<file path="config.mk">
export PLATFORM = sky130hd
export DESIGN_NAME = fcc_cache
export DESIGN_NICKNAME = d
export VERILOG_FILES = /design/src/pkg/fcc_pkg.sv /design/src/logic/fcc_cache.sv
export SDC_FILE = /design/constraint.sdc
export NUM_CORES = 1
export LEC_CHECK = 0
export BUFFER_PORTS_ARGS = -buffer_cell sky130_fd_sc_hd__buf_2
export CAP_MARGIN = 10
export CORE_ASPECT_RATIO = 1.25
export CORE_MARGIN = 10
export CORE_UTILIZATION = 50
export CTS_CLUSTER_SIZE = 40
export DETAILED_ROUTE_END_ITERATION = 8
export PLACE_DENSITY = 0.68
export SYNTH_ARGS = -nofsm -noshare
export SYNTH_HDL_FRONTEND = slang
export SYNTH_SLANG_ARGS = --single-unit
</file>
<file path="constraint.sdc">
create_clock -name pclk -period 5.4 [get_ports pclk]
set_clock_uncertainty 0.15 [all_clocks]
set_input_delay 1.08 -clock pclk [delete_from_list [all_inputs] [get_ports pclk]]
set_output_delay 1.08 -clock pclk [all_outputs]
set_load 0.005 [all_outputs]
</file>
<file path="src/pkg/fcc_pkg.sv">
/*
 * Shared constants and carrier types of the flash read cache.
 * Assumes one clock domain and a 32-bit APB register port.
 */
package fcc_pkg;
   // ----------------------------------------------------------------
   // Register map
   // ----------------------------------------------------------------
   localparam logic [7:0]  FCC_CMD_OFS  = 8'h00;
   localparam logic [7:0]  FCC_CTL_OFS  = 8'h04;
   localparam logic [7:0]  FCC_STAT_OFS = 8'h08;
   localparam logic [7:0]  FCC_MASK_OFS = 8'h0c;
   localparam int          FCC_INV_BIT  = 0;
   localparam int          FCC_EN_BIT   = 0;
   localparam int          FCC_PROG_BIT = 1;
   localparam int          FCC_EV_INV   = 0;
   localparam int          FCC_EV_WERR  = 1;
   localparam int          FCC_EV_W     = 2;
   localparam logic        FCC_EN_RST   = 1'b1;
   localparam logic        FCC_PROG_RST = 1'b0;
   // ----------------------------------------------------------------
   // Cache geometry: 4 lines of 16 bytes, direct mapped
   // ----------------------------------------------------------------
   localparam int          FCC_LINES    = 4;
   localparam int          FCC_WORDS    = 4;
   localparam int          FCC_IDX_W    = 2;
   localparam int          FCC_WSEL_LSB = 2;
   localparam int          FCC_IDX_LSB  = 4;
   localparam int          FCC_TAG_LSB  = 6;
   localparam int          FCC_TAG_W    = 32 - FCC_TAG_LSB;
   // ----------------------------------------------------------------
   // Carriers
   // ----------------------------------------------------------------
   typedef struct packed {
      logic        valid;
      logic        write;
      logic [31:0] addr;
      logic [31:0] wdata;
   } fcc_req_t;
   typedef struct packed {
      logic        valid;
      logic        err;
      logic [31:0] rdata;
   } fcc_rsp_t;
endpackage
</file>
<file path="src/logic/fcc_cache.sv">
/*
 * Flash read cache: direct-mapped read cache between a bus master and
 * flash, with an APB register slave and one level interrupt.
 * Assumes the master and flash hold a request until its answer pulse.
 */
// Our own choices: the placing of the registers and the APB slave port.
// Notes on behaviour
// - Read hit answered from cache, no flash.
// - Read miss refills 16-byte line from flash.
// - Refilled line hits on later reads.
// - Writes bypass cache, never allocated.
// - Unsequenced flash write answered with access error.
// - Writing one starts invalidate of all lines.
// - Invalidate bit self-clears when finished.
// - Cache enable bit, one after reset.
// - Disable then enable invalidates all lines.
`timescale 1ns/100ps
module fcc_cache
   import fcc_pkg::*;
(
   input  wire logic        pclk,
   input  wire logic        presetn,
   input  wire logic        psel,
   input  wire logic        penable,
   input  wire logic        pwrite,
   input  wire logic [7:0]  paddr,
   input  wire logic [31:0] pwdata,
   output logic      [31:0] prdata,
   output logic             pready,
   output logic             pslverr,
   input  wire fcc_req_t    mst_req,
   output fcc_rsp_t         mst_rsp,
   output fcc_req_t         fl_req,
   input  wire fcc_rsp_t    fl_rsp,
   output logic             irq
);
   typedef enum {ST_IDLE, ST_FILL, ST_PASS, ST_INV} fcc_state_t;

   fcc_state_t             state_reg;
   fcc_req_t               cur_reg;
   fcc_rsp_t               rsp_reg;
   fcc_req_t               flq_reg;
   logic [FCC_IDX_W-1:0]   fill_cnt_reg;
   logic [FCC_IDX_W-1:0]   inv_cnt_reg;
   logic                   cache_on_reg;
   logic                   prog_en_reg;
   logic                   cmd_inv_reg;
   logic [FCC_EV_W-1:0]    stat_reg;
   logic [FCC_EV_W-1:0]    stat_next;
   logic [FCC_EV_W-1:0]    mask_reg;
   logic [FCC_EV_W-1:0]    ev;
   logic [31:0]            prdata_reg;
   logic                   pready_reg;
   logic                   pslverr_reg;
   logic                   irq_reg;
   logic [FCC_LINES-1:0]   valid_vec;
   logic [FCC_TAG_W-1:0]   tag_arr  [FCC_LINES];
   logic [31:0]            data_arr [FCC_LINES][FCC_WORDS];
   logic [FCC_IDX_W-1:0]   req_idx;
   logic [FCC_IDX_W-1:0]   req_wsel;
   logic [FCC_IDX_W-1:0]   cur_idx;
   logic [FCC_IDX_W-1:0]   cur_wsel;
   logic                   hit;
   logic                   acc;
   logic                   fill_beat;
   logic                   fill_last;
   logic                   inv_last;
   logic                   apb_wr;
   logic                   apb_setup;
   logic                   inv_set;

   // ----------------------------------------------------------------
   // Lookup
   // ----------------------------------------------------------------
   assign req_idx   = mst_req.addr[FCC_IDX_LSB +: FCC_IDX_W];
   assign req_wsel  = mst_req.addr[FCC_WSEL_LSB +: FCC_IDX_W];
   assign cur_idx   = cur_reg.addr[FCC_IDX_LSB +: FCC_IDX_W];
   assign cur_wsel  = cur_reg.addr[FCC_WSEL_LSB +: FCC_IDX_W];
   // A request is taken once; the guard on rsp_reg skips the cycle in
   // which the master still holds the request just answered.
   // stall while invalidating
   assign acc       = state_reg == ST_IDLE && !cmd_inv_reg && mst_req.valid && !rsp_reg.valid;
   assign hit       = cache_on_reg && valid_vec[req_idx]
                      && tag_arr[req_idx] == mst_req.addr[31:FCC_TAG_LSB];
   assign fill_beat = state_reg == ST_FILL && fl_rsp.valid && !fl_rsp.err;
   assign fill_last = fill_beat && fill_cnt_reg == FCC_IDX_W'(FCC_WORDS - 1);
   assign inv_last  = state_reg == ST_INV && inv_cnt_reg == FCC_IDX_W'(FCC_LINES - 1);

   // ----------------------------------------------------------------
   // Line storage
   // ----------------------------------------------------------------
   for (genvar g = 0; g < FCC_LINES; g++) begin : g_line
      always_ff @(posedge pclk or negedge presetn) begin
         if (!presetn) begin
            valid_vec[g] <= 1'b0;
         end else if (state_reg == ST_INV && inv_cnt_reg == FCC_IDX_W'(g)) begin
            valid_vec[g] <= 1'b0;
         end else if (fill_last && cur_idx == FCC_IDX_W'(g)) begin
            valid_vec[g] <= 1'b1;
         // a half-refilled line must never hit after a flash error
         end else if (fill_beat && cur_idx == FCC_IDX_W'(g)) begin
            valid_vec[g] <= 1'b0;
         end
      end
      always_ff @(posedge pclk) begin
         if (fill_beat && cur_idx == FCC_IDX_W'(g)) begin
            data_arr[g][fill_cnt_reg] <= fl_rsp.rdata;
            tag_arr[g]                <= cur_reg.addr[31:FCC_TAG_LSB];
         end
      end
   end

   // ----------------------------------------------------------------
   // Access sequencer
   // ----------------------------------------------------------------
   always_ff @(posedge pclk or negedge presetn) begin
      if (!presetn) begin
         state_reg    <= ST_IDLE;
         cur_reg      <= '0;
         rsp_reg      <= '0;
         flq_reg      <= '0;
         fill_cnt_reg <= '0;
         inv_cnt_reg  <= '0;
      end else begin
         rsp_reg.valid <= 1'b0;
         unique case (state_reg)
            ST_IDLE: begin
               if (cmd_inv_reg) begin
                  state_reg   <= ST_INV;
                  inv_cnt_reg <= '0;
               end else if (acc) begin
                  cur_reg <= mst_req;
                  if (mst_req.write) begin
                     if (prog_en_reg) begin
                        flq_reg   <= mst_req;
                        state_reg <= ST_PASS;
                     end else begin
                        rsp_reg <= '{valid: 1'b1, err: 1'b1, rdata: 32'h0000_0000};
                     end
                  end else if (hit) begin
                     rsp_reg <= '{valid: 1'b1, err: 1'b0,
                                  rdata: data_arr[req_idx][req_wsel]};
                  end else if (!cache_on_reg) begin
                     flq_reg   <= mst_req;
                     state_reg <= ST_PASS;
                  end else begin
                     flq_reg   <= '{valid: 1'b1, write: 1'b0, wdata: 32'h0000_0000,
                                    addr: {mst_req.addr[31:FCC_IDX_LSB], 4'h0}};
                     fill_cnt_reg <= '0;
                     state_reg    <= ST_FILL;
                  end
               end
            end
            ST_FILL: begin
               if (fl_rsp.valid && fl_rsp.err) begin
                  flq_reg.valid <= 1'b0;
                  rsp_reg       <= '{valid: 1'b1, err: 1'b1, rdata: 32'h0000_0000};
                  state_reg     <= ST_IDLE;
               end else if (fill_last) begin
                  // requested word returned with the last beat
                  flq_reg.valid <= 1'b0;
                  rsp_reg       <= '{valid: 1'b1, err: 1'b0,
                                     rdata: (cur_wsel == fill_cnt_reg) ? fl_rsp.rdata
                                                                      : data_arr[cur_idx][cur_wsel]};
                  state_reg     <= ST_IDLE;
               end else if (fill_beat) begin
                  fill_cnt_reg <= fill_cnt_reg + 1'b1;
                  flq_reg.addr <= {cur_reg.addr[31:FCC_IDX_LSB], fill_cnt_reg + 1'b1, 2'b00};
               end
            end
            ST_PASS: begin
               if (fl_rsp.valid) begin
                  flq_reg.valid <= 1'b0;
                  rsp_reg       <= '{valid: 1'b1, err: fl_rsp.err, rdata: fl_rsp.rdata};
                  state_reg     <= ST_IDLE;
               end
            end
            ST_INV: begin
               inv_cnt_reg <= inv_cnt_reg + 1'b1;
               if (inv_last) begin
                  state_reg <= ST_IDLE;
               end
            end
         endcase
      end
   end

   // ----------------------------------------------------------------
   // APB slave, zero wait states
   // ----------------------------------------------------------------
   assign apb_setup = psel && !penable;
   assign apb_wr    = psel && penable && pwrite && pready_reg;
   assign inv_set   = (apb_wr && paddr == FCC_CMD_OFS && pwdata[FCC_INV_BIT])
                      || (apb_wr && paddr == FCC_CTL_OFS && pwdata[FCC_EN_BIT] && !cache_on_reg);

   always_ff @(posedge pclk or negedge presetn) begin
      if (!presetn) begin
         pready_reg  <= 1'b0;
         pslverr_reg <= 1'b0;
         prdata_reg  <= '0;
      end else begin
         pready_reg  <= apb_setup;
         pslverr_reg <= apb_setup && !(paddr inside {FCC_CMD_OFS, FCC_CTL_OFS,
                                                     FCC_STAT_OFS, FCC_MASK_OFS});
         if (apb_setup) begin
            unique case (paddr)
               FCC_CMD_OFS:  prdata_reg <= {31'h0, cmd_inv_reg};
               FCC_CTL_OFS:  prdata_reg <= {30'h0, prog_en_reg, cache_on_reg};
               FCC_STAT_OFS: prdata_reg <= {30'h0, stat_reg};
               FCC_MASK_OFS: prdata_reg <= {30'h0, mask_reg};
               default:      prdata_reg <= '0;
            endcase
         end
      end
   end

   always_ff @(posedge pclk or negedge presetn) begin
      if (!presetn) begin
         cache_on_reg <= FCC_EN_RST;
         prog_en_reg  <= FCC_PROG_RST;
         mask_reg     <= '0;
      end else if (apb_wr && paddr == FCC_CTL_OFS) begin
         cache_on_reg <= pwdata[FCC_EN_BIT];
         prog_en_reg  <= pwdata[FCC_PROG_BIT];
      end else if (apb_wr && paddr == FCC_MASK_OFS) begin
         mask_reg <= pwdata[FCC_EV_W-1:0];
      end
   end

   // A new request in the finishing cycle wins, so it is never lost
   always_ff @(posedge pclk or negedge presetn) begin
      if (!presetn) begin
         cmd_inv_reg <= 1'b0;
      // start on command; re-enable restarts invalidation
      end else if (inv_set) begin
         cmd_inv_reg <= 1'b1;
      end else if (inv_last) begin
         cmd_inv_reg <= 1'b0;
      end
   end

   // ----------------------------------------------------------------
   // Interrupt status, write one to clear, set wins
   // ----------------------------------------------------------------
   always_comb begin
      ev                = '0;
      ev[FCC_EV_INV]    = inv_last && !inv_set;
      ev[FCC_EV_WERR]   = (acc && mst_req.write && !prog_en_reg)
                          || (state_reg == ST_PASS && fl_rsp.valid && fl_rsp.err && cur_reg.write);
      stat_next         = stat_reg;
      if (apb_wr && paddr == FCC_STAT_OFS) begin
         stat_next = stat_reg & ~pwdata[FCC_EV_W-1:0];
      end
      stat_next = stat_next | ev;
   end

   always_ff @(posedge pclk or negedge presetn) begin
      if (!presetn) begin
         stat_reg <= '0;
         irq_reg  <= 1'b0;
      end else begin
         stat_reg <= stat_next;
         irq_reg  <= |(stat_next & mask_reg);
      end
   end

   assign prdata  = prdata_reg;
   assign pready  = pready_reg;
   assign pslverr = pslverr_reg;
   assign mst_rsp = rsp_reg;
   assign fl_req  = flq_reg;
   assign irq     = irq_reg;
endmodule

</file>
==> results of run 1 <==
-- through the flow --
step | cells | util [%] | worst slack [ps]
5_1_grt | 3135 | 57.3 | 925
3_5_place_dp | 2987 | 53.5 | 475
6_report | 3136 | 57.3 | 1120
4_1_cts | 3131 | 57.3 | 1130
3_3_place_gp | 2987 | 53.5 | 535
2_1_floorplan | 1942 | - | 217
-- worst paths after layout --
kind,from,end,slack [ps],cells after the start
max in group asynchronous,presetn,fl_req[28],3710,2
min in group asynchronous,presetn,cur_reg[52],430,1
max,mst_req[36],fl_req[4],1120,8
max reg2reg,state_reg[1],data_arr[1][79],1460,10
min reg2reg,prdata[1],prdata[1],330,2
min,prdata[1],prdata[1],330,2
-- critical path, stage by stage --
cell and delay, ps:
buf_8 380, mux4_2 580, xnor2_1 220, nand4_1 180, a221oi_2 570, nand2_2 410
o311a_2 840, mux2i_1 230
-- cells by family (layout without fill, tap and decap cells) --
group,Yosys count,after routing
other,1,35
flip-flops,769,769
AND/OR/NAND/NOR,214,214
adder cells (fa/ha/maj),13,13
buffers and inverters,245,499
AO/OA/AOI/OAI,172,172
XOR/XNOR,26,26
multiplexers,473,473
-- cell type report --
cell class                      count  area share, %
Sequential cell                   769           56.0
Inverter                           81          0.762
Antenna cell                        5         0.0314
Clock inverter                     34          0.960
Timing Repair Buffer              274           4.02
Clock buffer                      110           5.66
Tap cell                          935           2.93
Multi-Input combinational cell    928           29.6
-- report_power, final --
group	internal [mW]	leakage [nW]	switching, mW
Clock	3.27	1.28	2.29
Sequential	6.99	7.50	0.517
Combinational	2.05	5.65	1.98
Total	12.3	14.4	4.79
-- placed cells by master (no fill, tap or decap), types with 11 or more instances in the layout --
cell       synthesis  routed
edfxtp_1         616     616
mux4_2           331     331
buf_2             21     215
dfrtp_1          152     148
nand2_1          139     139
clkbuf_16          0      83
inv_1             81      81
mux2i_1           69      69
mux2_1            52      52
buf_4             32      51
a22oi_1           34      34
o41ai_1           32      32
a22o_1            30      30
conb_1             1      30
mux2_2            21      21
clkbuf_1          89      19
o21ai_0           18      18
a21oi_1           17      17
and2_2             0      16
xnor2_1           15      15
ha_1              13      13
xor2_1            11      11
-- per-layer routing --
layer  vias up  part of all wire [%]
met2      1073                    50
met4        12                   2.8
met1     10400                    37
met5         -                 0.073
met3       178                   9.5
li1       8181                     -
==> key figures, run 1 <==
Synth
  – Synthesized area: 35,200 um^2
  – Xor/xnor share of the synthesized area: 0.648%
  – Top-count cell post-synth: edfxtp_1
  – Adder-Cell Fraction of Synth Area: 0.463%
  – Asr flop ratio synth: 19.9%
  – Largest family of logic cells by synthesized area: multiplexers
  – Netlist cell types: 63
  – Share of the synthesized area in the top cell type: 52.6%
  – Sequential element share of the synthesized area: 63.5%
  – Simple-gate share of the synthesized area: 2.77%
  – Post-synth top area cell: edfxtp_1
  – Synth Instances: 1,913
  – Post-synthesis mux area share: 25.5%
  – Ys Warns: 0
  – Area contributors post-synth: edfxtp_1 53%, mux4_2 21%, dfrtp_1 11%
  – Post-synth top flop: edfxtp_1
  – Number of synthesized flops with an enable pin: 616
  – Synth Register Bits: 769
  – Commonest cells post-synth: 616 x edfxtp_1, 331 x mux4_2, 152 x dfrtp_1, 139 x nand2_1, 89 x clkbuf_1
  – Area fraction in compound gates after synthesis: 3.79%
  – Syn Area/Cell: 18.4 um^2

Route
  – First DRT Iteration DRCs: 2,135
  – Detailed Route WL: 93.5 mm
  – Vias post-DR: 19,800
  – Via density: 6.32
  – Pre-Repair DR Iteration Count: 5
  – Final routed DRC violation total: 0
  – Post-route ant nets: 0
  – Wire per inst: 29.8 um

Cells and area
  – Fin area: 39,900 um^2
  – Layout cells sized above 1: 35.4%
  – Layout Area Growth over Synthesis: 13.5%
  – Final net count: 2,289
  – Max reg flops: 512
  – Area of the multi-input gates: 11,800 um^2
  – Fill cells: 5,148
  – Reg area: 22,300 um^2
  – Biggest register: data_arr

Timing
  – RSZ-0062 raised after global routing: no
  – Final Cycle Share: 79.3%
  – Hold Fails Final Rpt: 0
  – Final Slew Violations: 0
  – Fin crit period: 4280 ps
  – Hold WS: 334 ps
  – Worst-margin pin slew: 1090 ps
  – Final setup vio count: 0
  – FMAX: 234 MHz
  – Total negative slack: 0 ps
  – Rel. slew slack: 27.0%

Die
  – Die width: 257 um
  – Chip height: 316 um
  – Area of the core: 69,600 um^2
  – Row Count: 108
  – Die footprint: 81,400 um^2
  – Starting Density: 50.5%
  – I/O pins: 280

Power and ir drop
  – Total power: 17.1 mW
  – Cell Pwr Density: 429 nW/um^2
  – Leak: 14.4 nW
  – Maximum VDD drop: 0.311 mV

Clock network
  – CTS HTree Levels: 3
  – Cts repair resizes: 0
  – Num CTS Buffers: 77
  – Post-CTS Setup Inserts: 0
  – CTS tree: yes
  – Clk slew on worst S/H paths: 60 ps
  – Root buffer cell: clkbuf_16
  – CTS Hold Bufs: 0
  – Clk_lat worst skew: 630 ps
  – # clock sinks: 769
  – Max clock buf depth: 3

Global routing
  – Grt total ovfl: 0
  – Met1 GRT Util: 29.3%
  – Initial antenna violation count: 13
  – Gr usage total: 22.9%
  – Met3 Use GR: 5.32%
  – GR peak layer: met2
  – M2 GR Usage: 37.8%
  – Vias in the first global route: 20,900
  – Pin count of the biggest net entering global routing: 95
  – First-pass GRT wire length: 139 mm

Critical path
  – WS Path Type: in -> reg
  – WP data arrival: 4580 ps
  – Worst EP required: 5700 ps
  – Setup crit end kind: flop
  – CP Launch Type: primary input
  – CP Max Fanout: 49

Worst hold path
  – HP Class: reg -> reg

Job
  – Max Cap Viol: 0

Outcome
  – Status: finished, final reports clean

Placement
  – Placer Congestion: 0.807
  – Post-DP Area: 37,200 um^2
  – Hpwl dp: 54.5 mm
  – PortBufs: 219
Note: power is estimated with default switching activity, not from simulation.
==> run 2: changes to the inputs <==
Settings changed: ABC_AREA from default to 1, PLACE_DENSITY 0.68 to 0.71.
Clock period 5.4 ns to 3.45 ns, I/O delays scaled along.
==> run 2 against run 1 <==
Combinational power rose by 120%. Critical path depth is 5 higher. Global-route usage is 3.7 points higher. Synthesized cell count rose by 99%. Via count increased by 51%. Routed wire length increased by 22%. Critical endpoint is now mst_rsp[12].
==> key figures, run 2 <==
Synth
  – Adder-Cell Fraction of Synth Area: 0.446% (-0.017 points)
  – Largest family of logic cells by synthesized area: simple AND/OR/NAND/NOR gates
  – Simple-gate share of the synthesized area: 21.0% (+18 points)
  – Area fraction in compound gates after synthesis: 11.3% (+7.5 points)
  – Number of synthesized flops with an enable pin: 616 (unchanged)
  – Asr flop ratio synth: 19.9% (unchanged)
  – Synth Register Bits: 769 (unchanged)
  – Commonest cells post-synth: 1,203 x nand2_1, 616 x edfxtp_1, 441 x nand3_1, 222 x o21ai_0, 221 x inv_1
  – Top-count cell post-synth: nand2_1
  – Share of the synthesized area in the top cell type: 50.7% (-1.9 points)
  – Post-synth top flop: edfxtp_1
  – Netlist cell types: 49 (-22%)
  – Synth Instances: 3,812 (+99%)
  – Ys Warns: 0 (unchanged)
  – Post-synth top area cell: edfxtp_1
  – Synthesized area: 36,500 um^2 (+3.8%)
  – Post-synthesis mux area share: 0% (-26 points)
  – Syn Area/Cell: 9.57 um^2 (-48%)
  – Sequential element share of the synthesized area: 61.2% (-2.3 points)
  – Xor/xnor share of the synthesized area: 0.0240% (-0.62 points)
  – Area contributors post-synth: edfxtp_1 51%, nand2_1 12%, dfrtp_1 10%

Cells and area
  – Max reg flops: 512 (unchanged)
  – Biggest register: data_arr
  – Layout Area Growth over Synthesis: 14.1%
  – Commonest non-fill, non-tap cell in the layout: nand2_1
  – Final cell count without fillers: 4,978 (+59%)
  – Commonest non-fill, non-tap cells in the layout: 1,202 x nand2_1, 616 x edfxtp_1, 441 x nand3_1, 222 x o21ai_0, 219 x inv_1
  – Final net count: 4,121 (+80%)
  – Layout cells sized above 1: 12.0% (-23 points)

Clock network
  – CTS HTree Levels: 3 (unchanged)
  – Post-CTS Setup Inserts: 0 (unchanged)
  – Max clock buf depth: 3 (unchanged)
  – Clk_lat worst skew: 650 ps (+20 ps)
  – CTS tree: yes
  – # clock sinks: 769 (unchanged)
  – Num CTS Buffers: 78 (+1.3%)
  – Cts repair resizes: 0 (unchanged)
  – Root buffer cell: clkbuf_16
  – CTS Hold Bufs: 1 (+1)
  – Clk slew on worst S/H paths: 60 ps (about the same)

Critical path
  – Flop2flop setup slack: 360 ps (-1100 ps)
  – CP Launch Type: flop
  – Worst Path Buf+Inv: 4 (+3)
  – Critical path cell sequence: inv_1, ha_2, inv_1, nor3_1, nand2_1, a32o_1, nor2_1, nand2_1, nor2_4, buf_4, o21ai_0, buf_4, nand2_1
  – Largest stage delay on the critical path: 430 ps (-410 ps)
  – WP data arrival: 3510 ps (-1070 ps)
  – WS Path Type: reg -> reg
  – Critical Path Start: state_reg[1]
  – CP delay by family, top: simple AND/OR/NAND/NOR gates
  – CP most frequent cell: nand2_1
  – RR Startpoint: state_reg[1]
  – Setup crit end kind: flop
  – Slowest stage cell, crit path: dfrtp_1
  – Worst EP required: 3870 ps (-1830 ps)
  – CP Max Fanout: 20 (-59%)

Power and ir drop
  – Sw Pwr: 10.3 mW (+120%)
  – Switching portion of total power: 35.4% (+7.4 points)
  – Maximum VDD drop: 0.709 mV (+130%)
  – Clk pwr share: 29.9% (-2.6 points)
  – Int Power: 18.8 mW (+53%)
  – Leak: 17.0 nW (+18%)
  – Cell Pwr Density: 699 nW/um^2 (+63%)
  – Reg power frac: 40.0% (-3.9 points)
  – Combinational power share: 30.1% (+6.5 points)

Global routing
  – Grt total ovfl: 0 (unchanged)
  – M2 GR Usage: 45.0% (+7.1 points)
  – GR peak layer: met2
  – Initial antenna violation count: 10 (-3)
  – Met3 Use GR: 4.70% (-0.62 points)
  – First-pass GRT wire length: 171 mm (+23%)
  – Vias in the first global route: 28,900 (+38%)
  – Pin count of the biggest net entering global routing: 166 (+75%)
  – Gr usage total: 26.6% (+3.7 points)
  – Met1 GRT Util: 32.3% (+3.0 points)

Placement
  – Placed cell count: 4,834 (+62%)
  – Placer Congestion: 0.886 (+9.8%)
  – Hpwl dp: 65.7 mm (+20%)
  – PortBufs: 219 (unchanged)

Die
  – Starting Density: 50.6% (+0.076 points)
  – Die width: 262 um (+1.7%)
  – Chip height: 322 um (+1.8%)
  – I/O pins: 280 (unchanged)
  – Die footprint: 84,200 um^2 (+3.5%)
  – Area of the core: 72,100 um^2 (+3.6%)
  – Row Count: 110 (+1.9%)

Timing
  – RSZ-0062 raised after global routing: no
  – FMAX: 323 MHz
  – Final setup vio count: 0 (unchanged)
  – Rel. slew slack: 36.9% (+9.9 points)
  – Final Cycle Share: 89.7%
  – Fin crit period: 3090 ps
  – Worst-margin pin slew: 947 ps (-145 ps)
  – Hold Fails Final Rpt: 0 (unchanged)
  – Hold WS: 91.4 ps (-243 ps)
  – Final Slew Violations: 0 (unchanged)

Route
  – Wire per inst: 22.9 um (-23%)
  – Final routed DRC violation total: 0 (unchanged)
  – Post-route ant nets: 0 (unchanged)
  – Vias post-DR: 30,000 (+51%)
  – Pre-Repair DR Iteration Count: 6 (+1)
  – Detailed Route WL: 114 mm (+22%)
  – Via density: 6.02 (-4.7%)
  – First DRT Iteration DRCs: 3,499 (+64%)

Worst hold path
  – Hold_sp: penable
  – HP Class: in -> reg

Outcome
  – Status: finished, final reports clean

Job
  – Max Cap Viol: 0 (unchanged)
[run 2: power groups by stage]
| stage | Combinational [mW] | Clock, mW | Sequential (mW) |
|---|---|---|---|
| 6_report | 8.77 | 8.71 | 11.6 |
| 5_1_grt | 9.45 | 9.18 | 11.7 |
| 4_1_cts | 8.66 | 8.80 | 11.6 |
| 3_5_place_dp | 8.62 | 0 | 11.8 |
| 3_3_place_gp | 8.46 | 0 | 11.8 |
| 2_1_floorplan | 5.11 | 0 | 11.7 |
[run 2: cell type report]
type / instances / area [um^2]
multi-input combinational: 2562 / 12200
clock inverter: 40 / 460
timing repair buffer: 324 / 2360
sequential: 769 / 22300
antenna: 2 / 5.00
tap: 952 / 1190
inverter: 228 / 872
clock buffer: 101 / 2150
fill: 6118 / 30500
[run 2: final timing paths]
| path | endpoint | depth (start not counted) |
|---|---|---|
| setup / recovery | mst_rsp[12] | 13 |
| hold / removal | pready | 2 |
| setup reg to reg | mst_rsp[12] | 13 |
| hold reg to reg | fl_req[60] | 2 |
| max in group asynchronous | cache_on_reg | 3 |
| min in group asynchronous | cur_reg[40] | 2 |
[run 2: layer usage]
layer | share of wire, % | wire length, um
met1 | 36 | 41100
met4 | 4.6 | 5240
met2 | 49 | 55600
met5 | 0.081 | 92
met3 | 11 | 12100
[run 2: through the flow]
stage / instance area [um^2] / util [%] / power, mW / worst slack [ps] / setup TNS (ps)
global route: 41600 / 57.7 / 30.4 / 61.2 / 0
CTS: 41600 / 57.7 / 29.1 / 371 / 0
global placement: 39000 / 54.1 / 20.2 / 176 / 0
finish: 41600 / 57.7 / 29.1 / 355 / 0
floorplan: 36600 / - / 16.8 / -237 / -60150
detailed placement: 39000 / 54.1 / 20.4 / 139 / 0
[run 2: kinds of logic after synthesis]
family,after synthesis
buffers and inverters,510
XOR/XNOR,1
AO/OA/AOI/OAI,701
flip-flops,769
AND/OR/NAND/NOR,1817
other,1
adder cells (fa/ha/maj),13
[run 2: worst register-to-register path, stage by stage (launching register included)]
cell and delay, ps:
dfrtp_1 430, inv_1 100, ha_2 430, inv_1 170, nor3_1 260, nand2_1 130
a32o_1 270, nor2_1 160, nand2_1 160, nor2_4 210, buf_4 240, o21ai_0 120
buf_4 150, nand2_1 50
